### src/design/etfg_pkg.sv
// Package for the extension timing select and fg/bg control register bank.
// Assumes a classic Wishbone slave with 32-bit data, lane 0 only except the status unlock flag at bit 8, one register per address.
package etfg_pkg;
    localparam logic [7:0] ETFG_OFF_UNLOCK = 8'h18;
    localparam logic [7:0] ETFG_OFF_FG_COLOR = 8'h1c;
    localparam logic [7:0] ETFG_OFF_BG_COLOR = 8'h20;
    localparam logic [7:0] ETFG_OFF_PATTERN = 8'h24;
    localparam logic [7:0] ETFG_OFF_LATCH0 = 8'h28;
    localparam logic [7:0] ETFG_OFF_CTRL = 8'h38;
    localparam logic [7:0] ETFG_OFF_STATUS = 8'h3c;
    localparam logic [7:0] ETFG_OFF_TIMING = 8'hfd;
    localparam logic [7:0] ETFG_OFF_FGBG = 8'hfe;
    localparam logic [7:0] ETFG_UNLOCK_KEY = 8'hea;
    localparam logic [7:0] ETFG_TIMING_RST = 8'h00;
    localparam logic [1:0] ETFG_MODE_RST = 2'h0;
    localparam int ETFG_GFX_LSB = 4;
    localparam int ETFG_TXT_LSB = 0;
    localparam int ETFG_MODE_LSB = 2;
    localparam int ETFG_SRC_BIT = 1;
    localparam int ETFG_CTRL_CHAR8_BIT = 0;
    localparam int ETFG_CTRL_GFX_BIT = 1;
    localparam int ETFG_CTRL_SRST_BIT = 2;

    typedef enum logic [6:0] {
        ETFG_TS_INVALID = 7'h01,
        ETFG_TS_D14 = 7'h02,
        ETFG_TS_D12 = 7'h04,
        ETFG_TS_DP14 = 7'h08,
        ETFG_TS_V11 = 7'h10,
        ETFG_TS_V12 = 7'h20,
        ETFG_TS_V14 = 7'h40
    } etfg_ts_e;

    typedef enum logic [1:0] {
        ETFG_FGBG_SETRESET = 2'h0,
        ETFG_FGBG_SOLID = 2'h1,
        ETFG_FGBG_DITHER = 2'h2,
        ETFG_FGBG_BAD = 2'h3
    } etfg_fgbg_e;

    // Bus slave states, one-hot
    typedef enum logic [1:0] {
        ETFG_BUS_IDLE = 2'h1,
        ETFG_BUS_ACK = 2'h2
    } etfg_bus_e;
endpackage : etfg_pkg

### src/design/etfg_timing_decode.sv
// Decodes a 4-bit timing code into a timing state, RAM type and ratio.
// Assumes the caller has already chosen the field for the current mode.
`timescale 1ns/1ps
module etfg_timing_decode (
    input wire logic [3:0] code,
    input wire logic gfx,
    input wire logic char8,
    output etfg_pkg::etfg_ts_e state,
    output logic vram,
    output logic [1:0] cpu_n,
    output logic [2:0] char_m,
    output logic paged
);
    always_comb
    begin
        state = etfg_pkg::ETFG_TS_INVALID;
        if (!char8)
        begin
            state = etfg_pkg::ETFG_TS_D14;
        end
        else if (gfx)
        begin
            case (code)
                4'h0: state = etfg_pkg::ETFG_TS_D14;
                4'h2: state = etfg_pkg::ETFG_TS_D12;
                4'h3: state = etfg_pkg::ETFG_TS_DP14;
                4'h8: state = etfg_pkg::ETFG_TS_V11;
                4'h9: state = etfg_pkg::ETFG_TS_V12;
                4'ha: state = etfg_pkg::ETFG_TS_V14;
                default: state = etfg_pkg::ETFG_TS_INVALID;
            endcase
        end
        else
        begin
            case (code)
                4'h0: state = etfg_pkg::ETFG_TS_D14;
                4'h2: state = etfg_pkg::ETFG_TS_D12;
                4'ha: state = etfg_pkg::ETFG_TS_V14;
                default: state = etfg_pkg::ETFG_TS_INVALID;
            endcase
        end
    end

    // Ratio n:m, n CPU accesses per m character clocks
    always_comb
    begin
        vram = 1'b0;
        cpu_n = 2'h1;
        char_m = 3'h4;
        paged = 1'b0;
        case (state)
            etfg_pkg::ETFG_TS_D12: char_m = 3'h2;
            etfg_pkg::ETFG_TS_DP14: paged = 1'b1;
            etfg_pkg::ETFG_TS_V11:
            begin
                vram = 1'b1;
                char_m = 3'h1;
            end
            etfg_pkg::ETFG_TS_V12:
            begin
                vram = 1'b1;
                char_m = 3'h2;
            end
            etfg_pkg::ETFG_TS_V14: vram = 1'b1;
            etfg_pkg::ETFG_TS_INVALID:
            begin
                cpu_n = 2'h0;
                char_m = 3'h0;
            end
            default: char_m = 3'h4;
        endcase
    end
endmodule : etfg_timing_decode

### src/design/etfg_regs.sv
// Extension timing select and fg/bg control bank with the plane ALU input mux.
// Assumes classic Wishbone, synchronous inputs, one ref_clk domain.
//
// The Wishbone slave port is this design's own decision.
`timescale 1ns/1ps
module etfg_regs #(
    parameter int PLANES = 4
) (
    input wire logic ref_clk,
    input wire logic sys_rst,
    input wire logic wb_cyc_i,
    input wire logic wb_stb_i,
    input wire logic wb_we_i,
    input wire logic [7:0] wb_adr_i,
    input wire logic [3:0] wb_sel_i,
    input wire logic [31:0] wb_dat_i,
    output logic [31:0] wb_dat_o,
    output logic wb_ack_o,
    input wire logic [PLANES*8-1:0] setreset_out,
    input wire logic [7:0] rotated_cpu_byte,
    output logic [PLANES*8-1:0] alu_cpu_in,
    output logic [6:0] timing_state,
    output logic ram_is_vram,
    output logic [1:0] cpu_accesses,
    output logic [2:0] char_clocks,
    output logic paged_fetch,
    output logic [2:0] start_addr_step,
    output logic [1:0] row_offset_step,
    output logic seq_hold_reset
);
    // Color registers hold one bit per plane, so only four planes fit
    generate
        if (PLANES != 4)
        begin : g_bad_planes
            $error("PLANES must be 4");
        end
    endgenerate

    typedef struct packed {
        etfg_pkg::etfg_bus_e bus;
        logic [31:0] rdata;
        logic [7:0] unlock;
        logic [7:0] timing;
        logic [1:0] mode;
        logic src;
        logic [3:0] fg_color;
        logic [3:0] bg_color;
        logic [7:0] pattern;
        logic [PLANES*8-1:0] latches;
        logic [2:0] ctrl;
        logic [PLANES*8-1:0] alu;
    } etfg_state_s;

    etfg_state_s st_r;
    etfg_state_s st_nxt;
    etfg_pkg::etfg_ts_e ts;
    logic [3:0] code;
    logic unlocked;
    logic [7:0] selb;
    logic [PLANES*8-1:0] solid;
    logic [PLANES*8-1:0] dither;

    assign unlocked = (st_r.unlock == etfg_pkg::ETFG_UNLOCK_KEY);
    assign selb = st_r.src ? rotated_cpu_byte : st_r.pattern;
    assign code = st_r.ctrl[etfg_pkg::ETFG_CTRL_GFX_BIT]
        ? st_r.timing[etfg_pkg::ETFG_GFX_LSB +: 4]
        : st_r.timing[etfg_pkg::ETFG_TXT_LSB +: 4];

    genvar p;
    generate
        for (p = 0; p < PLANES; p++)
        begin : g_plane
            // Foreground bit of this plane on pixels set in selb, background bit on the other pixels of the byte
            assign solid[p*8 +: 8] = (selb & {8{st_r.fg_color[p]}})
                | (~selb & {8{st_r.bg_color[p]}});
            assign dither[p*8 +: 8] = st_r.latches[p*8 +: 8];
        end
    endgenerate

    etfg_timing_decode u_dec (
        .code(code),
        .gfx(st_r.ctrl[etfg_pkg::ETFG_CTRL_GFX_BIT]),
        .char8(st_r.ctrl[etfg_pkg::ETFG_CTRL_CHAR8_BIT]),
        .state(ts),
        .vram(ram_is_vram),
        .cpu_n(cpu_accesses),
        .char_m(char_clocks),
        .paged(paged_fetch)
    );

    always_comb
    begin
        st_nxt = st_r;
        case (st_r.bus)
            etfg_pkg::ETFG_BUS_IDLE:
            begin
                // Read data is captured here and stands through the ack cycle
                if (wb_cyc_i && wb_stb_i)
                begin
                    st_nxt.bus = etfg_pkg::ETFG_BUS_ACK;
                    st_nxt.rdata = 32'h0000_0000;
                    if (wb_adr_i == etfg_pkg::ETFG_OFF_UNLOCK)
                        st_nxt.rdata[7:0] = st_r.unlock;
                    else if (wb_adr_i == etfg_pkg::ETFG_OFF_FG_COLOR)
                        st_nxt.rdata[3:0] = st_r.fg_color;
                    else if (wb_adr_i == etfg_pkg::ETFG_OFF_BG_COLOR)
                        st_nxt.rdata[3:0] = st_r.bg_color;
                    else if (wb_adr_i == etfg_pkg::ETFG_OFF_PATTERN)
                        st_nxt.rdata[7:0] = st_r.pattern;
                    else if (wb_adr_i >= etfg_pkg::ETFG_OFF_LATCH0
                        && wb_adr_i < etfg_pkg::ETFG_OFF_CTRL)
                    begin
                        // Four latch words at 0x28..0x34
                        for (int i = 0; i < PLANES; i++)
                        begin
                            if (wb_adr_i == etfg_pkg::ETFG_OFF_LATCH0 + 8'(4 * i))
                                st_nxt.rdata[7:0] = st_r.latches[i*8 +: 8];
                        end
                    end
                    else if (wb_adr_i == etfg_pkg::ETFG_OFF_CTRL)
                        st_nxt.rdata[2:0] = st_r.ctrl;
                    else if (wb_adr_i == etfg_pkg::ETFG_OFF_STATUS)
                    begin
                        st_nxt.rdata[6:0] = ts;
                        st_nxt.rdata[8] = unlocked;
                    end
                    else if (wb_adr_i == etfg_pkg::ETFG_OFF_TIMING && unlocked)
                        st_nxt.rdata[7:0] = st_r.timing;
                    else if (wb_adr_i == etfg_pkg::ETFG_OFF_FGBG && unlocked)
                    begin
                        st_nxt.rdata[3:2] = st_r.mode;
                        st_nxt.rdata[1] = st_r.src;
                    end
                end
            end
            etfg_pkg::ETFG_BUS_ACK:
            begin
                st_nxt.bus = etfg_pkg::ETFG_BUS_IDLE;
                // Writes land on the edge where the master sees ack, never a cycle early
                if (wb_cyc_i && wb_stb_i && wb_we_i && wb_sel_i[0])
                begin
                    if (wb_adr_i == etfg_pkg::ETFG_OFF_UNLOCK)
                        st_nxt.unlock = wb_dat_i[7:0];
                    else if (wb_adr_i == etfg_pkg::ETFG_OFF_FG_COLOR)
                        st_nxt.fg_color = wb_dat_i[3:0];
                    else if (wb_adr_i == etfg_pkg::ETFG_OFF_BG_COLOR)
                        st_nxt.bg_color = wb_dat_i[3:0];
                    else if (wb_adr_i == etfg_pkg::ETFG_OFF_PATTERN)
                        st_nxt.pattern = wb_dat_i[7:0];
                    else if (wb_adr_i >= etfg_pkg::ETFG_OFF_LATCH0
                        && wb_adr_i < etfg_pkg::ETFG_OFF_CTRL)
                    begin
                        for (int i = 0; i < PLANES; i++)
                        begin
                            if (wb_adr_i == etfg_pkg::ETFG_OFF_LATCH0 + 8'(4 * i))
                                st_nxt.latches[i*8 +: 8] = wb_dat_i[7:0];
                        end
                    end
                    else if (wb_adr_i == etfg_pkg::ETFG_OFF_CTRL)
                        st_nxt.ctrl = wb_dat_i[2:0];
                    else if (wb_adr_i == etfg_pkg::ETFG_OFF_TIMING && unlocked)
                        st_nxt.timing = wb_dat_i[7:0];
                    else if (wb_adr_i == etfg_pkg::ETFG_OFF_FGBG && unlocked)
                    begin
                        st_nxt.mode = wb_dat_i[etfg_pkg::ETFG_MODE_LSB +: 2];
                        st_nxt.src = wb_dat_i[etfg_pkg::ETFG_SRC_BIT];
                    end
                end
            end
            default:
                st_nxt.bus = etfg_pkg::ETFG_BUS_IDLE;
        endcase

        case (etfg_pkg::etfg_fgbg_e'(st_r.mode))
            etfg_pkg::ETFG_FGBG_SETRESET: st_nxt.alu = setreset_out;
            etfg_pkg::ETFG_FGBG_SOLID: st_nxt.alu = solid;
            etfg_pkg::ETFG_FGBG_DITHER: st_nxt.alu = dither;
            default: st_nxt.alu = setreset_out; // Invalid code, any choice is fine
        endcase

        if (sys_rst)
        begin
            st_nxt.bus = etfg_pkg::ETFG_BUS_IDLE;
            st_nxt.rdata = 32'h0000_0000;
            st_nxt.unlock = 8'h00;
            st_nxt.timing = etfg_pkg::ETFG_TIMING_RST;
            st_nxt.mode = etfg_pkg::ETFG_MODE_RST;
            st_nxt.ctrl = 3'h0;
            st_nxt.alu = '0;
        end
    end

    always_ff @(posedge ref_clk)
    begin
        st_r <= st_nxt;
    end

    assign wb_ack_o = (st_r.bus == etfg_pkg::ETFG_BUS_ACK);
    assign wb_dat_o = st_r.rdata;
    assign alu_cpu_in = st_r.alu;
    assign timing_state = ts;
    // Paged state steps panning coarser
    assign start_addr_step = paged_fetch ? 3'h4 : 3'h1;
    assign row_offset_step = paged_fetch ? 2'h2 : 2'h1;
    // Software drives this while changing the active field
    assign seq_hold_reset = st_r.ctrl[etfg_pkg::ETFG_CTRL_SRST_BIT];
endmodule : etfg_regs

### config.mk
export PLATFORM = sky130hd
export DESIGN_NAME = etfg_regs
export DESIGN_NICKNAME = d
export VERILOG_FILES = /design/src/design/etfg_pkg.sv /design/src/design/etfg_timing_decode.sv /design/src/design/etfg_regs.sv
export SDC_FILE = /design/constraint.sdc
export NUM_CORES = 1
export LEC_CHECK = 0
export ABC_AREA = 1
export BUFFER_PORTS_ARGS = -buffer_cell sky130_fd_sc_hd__buf_4
export CORE_ASPECT_RATIO = 1.2
export CORE_MARGIN = 1
export CORE_UTILIZATION = 30
export CTS_CLUSTER_SIZE = 25
export DETAILED_ROUTE_END_ITERATION = 10
export PLACE_DENSITY = 0.57
export SLEW_MARGIN = 15
export SYNTH_ARGS = -nofsm -noshare
export SYNTH_HDL_FRONTEND = slang
export SYNTH_HIERARCHICAL = 1
export SYNTH_SLANG_ARGS = --single-unit
### constraint.sdc
create_clock -name ref_clk -period 2.35 [get_ports ref_clk]
set_input_delay 0.235 -clock ref_clk [delete_from_list [all_inputs] [get_ports ref_clk]]
set_output_delay 0.235 -clock ref_clk [all_outputs]
set_load 0.02 [all_outputs]
==> impl_results.md <==
* Library cells used by synthesis at 39
* Number of flops mapped to enable cells by yosys at 49
* Syn Inst Count at 763
* Area Growth Syn to Fin at 23.3%
* Buffer count from post-CTS setup fixing at 0
* Via density per instance at 4.76
* Pins Over Slew Limit at 0
* Fill cells at 2067
* Maximum number of pins on one net before global-route repair at 33
* Summed instance area of the synthesized netlist at 6140 um^2
* CTS tree: yes
* Total die area at 21000 um^2
* Clock root cell: clkbuf_16
* Area occupied by multi-input gates at roughly 2500 um^2
* Final cycle utilization of the critical path at 96.1%
* Share of async-settable or async-resettable flops after synthesis at 0%
* Mean instance size in the synthesized netlist at 8.05 um^2
* Portion of synthesized cell area occupied by the leading cell type at 24.0%
* Fraction of synthesized area in multiplexers at 1.49%
* Final wirelength at 18400 um
* Standard-cell rows at 56
* Core outline area at 19800 um^2
* Largest voltage drop on the vdd net at ~0.00052 V
* Total number of vias at 5367
* Most used standard cells in the synthesized netlist: nand2_1, a21oi_1, buf_4
* Upper clock frequency limit at approximately 440 MHz
* Result of the run: complete, no violations
* Vias in the first global route at 5107
* Register bit count reported by yosys at 113
* Worst Max-Slew Pin Slew at 702 ps
* Main synth FF type: dfxtp_1
* Die Span Y at between 150 and 200 um
* Share of post-route cells with drive strength above 1 at 25.3%
* Post-detail-place hpwl at 14000 um
* Total routing usage reported by global routing at ~18%
* Count of nets after finishing at between 900 and 1k
* Worst EP required at between 2000 and 2500 ps
* Arrival time at the worst endpoint at 2020 ps
* Final antenna diode count at 0
* Cells along the critical path: mux2_2, nor2_2, inv_2, o31ai_2, buf_4
* Dominant combinational cell family by area after synthesis: simple AND/OR/NAND/NOR gates
* H-Tree Level Count at 4
* Num Clock Sinks at 113
* Critical Path Sink Type: output port
* CTS buffer count at 17
* Post-route DRC at 0
* Synth Warn # at 6
* Initial Utilization at 31.0%
* Cell with the biggest individual delay on the critical path: dfxtp_2
* Final-report setup violation count at 0
* Finished Cell Area at 7570 um^2
* Leakage power figure at 3.31 nW
* # port buffers at 121
* Xor-xnor portion of the synthesized cell area at 0.143%
* Number of non-filler instances in the completed layout at 1128
* PwrDens at ~640 nW/um^2
* Synthesized-area fraction occupied by ao, oa, aoi and oai cells at about 19%
* Number of antenna violations at the first check in global routing at 0
* First-pass GRT wire length at approximately 28000 um
* Worst-skew pair later-pin latency at 410 ps
* Post-detailed-placement cell area at about 7000 um^2
* Leading post-synthesis cells by cell area: edfxtp_1, dfxtp_1, buf_4
* Path class of the lowest-slack min-delay path: in -> reg
* Post-detailed-route count of antenna-violating nets at 0
* I/O pin count at 174
* Count of final hold-check violations at 0
* Post-synthesis cell type with the largest combined area: edfxtp_1
* Buffers from clock root to sink, at most at 2
* Placed Cells at 1096
* CP peak stage delay at between 400 and 500 ps
* Max-Cap Viols at 0
* Post-Route Hold Slack at 75.2 ps
* Final critical delay including setup and external delays at 2260 ps
* Setup repair after global routing missed its margin: yes
* Most used standard cell by instance count after synthesis: nand2_1
* Setup skew after layout at 10.8 ps
* Number of DRC violations after detailed-routing iteration 0 at 472
* Adder and majority cell fraction of the synthesized area at less than 1%
* Aggregate global routing overflow at 0
* Average wire per standard cell at ~16 um
* Sequential share of the synthesized area at 44.8%
* Weighted congestion at the end of routability-driven global placement at 0.893
* Count of TritonRoute iterations in the first routing pass at 5
* Startpoint kind of the worst setup timing path: flip-flop
* Largest fanout on the critical path at 11
* Kind of critical path: reg -> out
* Basic-gate share of the synthesized area counting and, or, nand and nor cells at 19.2%
* Horizontal die dimension at 133 um
* Area taken by flip-flops and latches at 2750 um^2
* Worst max-slew margin expressed relative to the limit at 53.2%
* CTS clock-pin slew for the worst setup and hold paths at 60 ps
[logic make-up after synthesis]
logic type,after synthesis
compound gates,202
xor+xnor,1
fa+ha+maj,2
buf+inv,177
flops,113
mux,9
other cells,2
simple gates,257
[flip-flops by register name (all words and copies together), names as in the netlist]
name / cells
dither: 32
wb_dat_o: 9
seq_hold_reset: 1
st_r: 39
alu_cpu_in: 32
[through the flow]
step / utilization (%) / TNS (ps) / worst slack, ps / total power [W]
global route: 38.2 / -5.85 / -3.19 / 0.00500
floorplan: - / -2230 / -139 / 0.00239
finish: 38.2 / 0 / 91.1 / 0.00484
CTS: 38.2 / 0 / 104 / 0.00489
detailed placement: 35.4 / 0 / 282 / 0.00252
global placement: 35.4 / 0 / 274 / 0.00252
[timing repair]
action,4_1_cts,5_1_grt
setup endpoints to repair,1,3
hold endpoints to repair,0,0
hold buffers,0,0
resized for setup,3,0
[placed cells by master (no fill, tap or decap), types with 3 or more instances in the layout]
cell,synthesis,final
a21oi_1,92,92
conb_1,2,25
nand4_1,6,6
nand2_1,117,117
nand2_2,9,9
inv_2,9,9
a211oi_1,6,6
nor2_1,61,61
or2_2,3,3
o211ai_1,35,35
clkbuf_16,0,18
inv_1,69,69
edfxtp_1,49,49
nor2_4,6,6
buf_4,70,146
mux2i_1,8,8
nor2_2,6,6
o21ai_0,63,62
clkbuf_1,23,4
nand3_1,29,29
dfxtp_1,64,63
nor3_1,8,7
clkinv_2,0,3
nor4_1,5,5
[worst max-delay path, delay by kind of cell, from the launching register on]
family                 cells  cell delay (ps)
flip-flops                 1              430
AND/OR/NAND/NOR            1              190
buffers and inverters      2              290
multiplexers               1              400
AO/OA/AOI/OAI              1              300
[layer usage]
metal  up-vias  part of all wire [%]  routed length (um)  GRT usage (%)
met3        18                   5.7                1050           3.64
li1       2676                     -                   -              -
met4         0                   1.3                 245           5.54
met1      2473                    45                8210           23.0
met5         -                     0                   0              0
met2       200                    48                8880           29.9
[power by group]
part / leakage (nW) / total, W / internal, W / switching [W]
Sequential: 0.966 / 0.00210 / 0.00208 / 0.0000108
Combinational: 2.08 / 0.000382 / 0.000148 / 0.000235
Clock: 0.270 / 0.00236 / 0.00146 / 0.000899
[area by class of cell]
class,instances,share of cell area [%]
tap,261,4.31
multi-input combinational,496,33.7
clock inverter,8,0.694
timing repair buffer,146,14.5
inverter,80,3.97
sequential,113,36.4
clock buffer,24,6.51
[final timing paths]
check	start	cells past startpoint	slack (ps)	to
hold / removal	wb_dat_i[7]	1	80	dither[23]
setup / recovery	st_r[33]	5	90	timing_state[1]
setup reg to reg	st_r[33]	12	320	wb_dat_o[3]
hold reg to reg	wb_dat_o[8]	2	470	wb_dat_o[8]
Power figures use the tool's default switching activity.
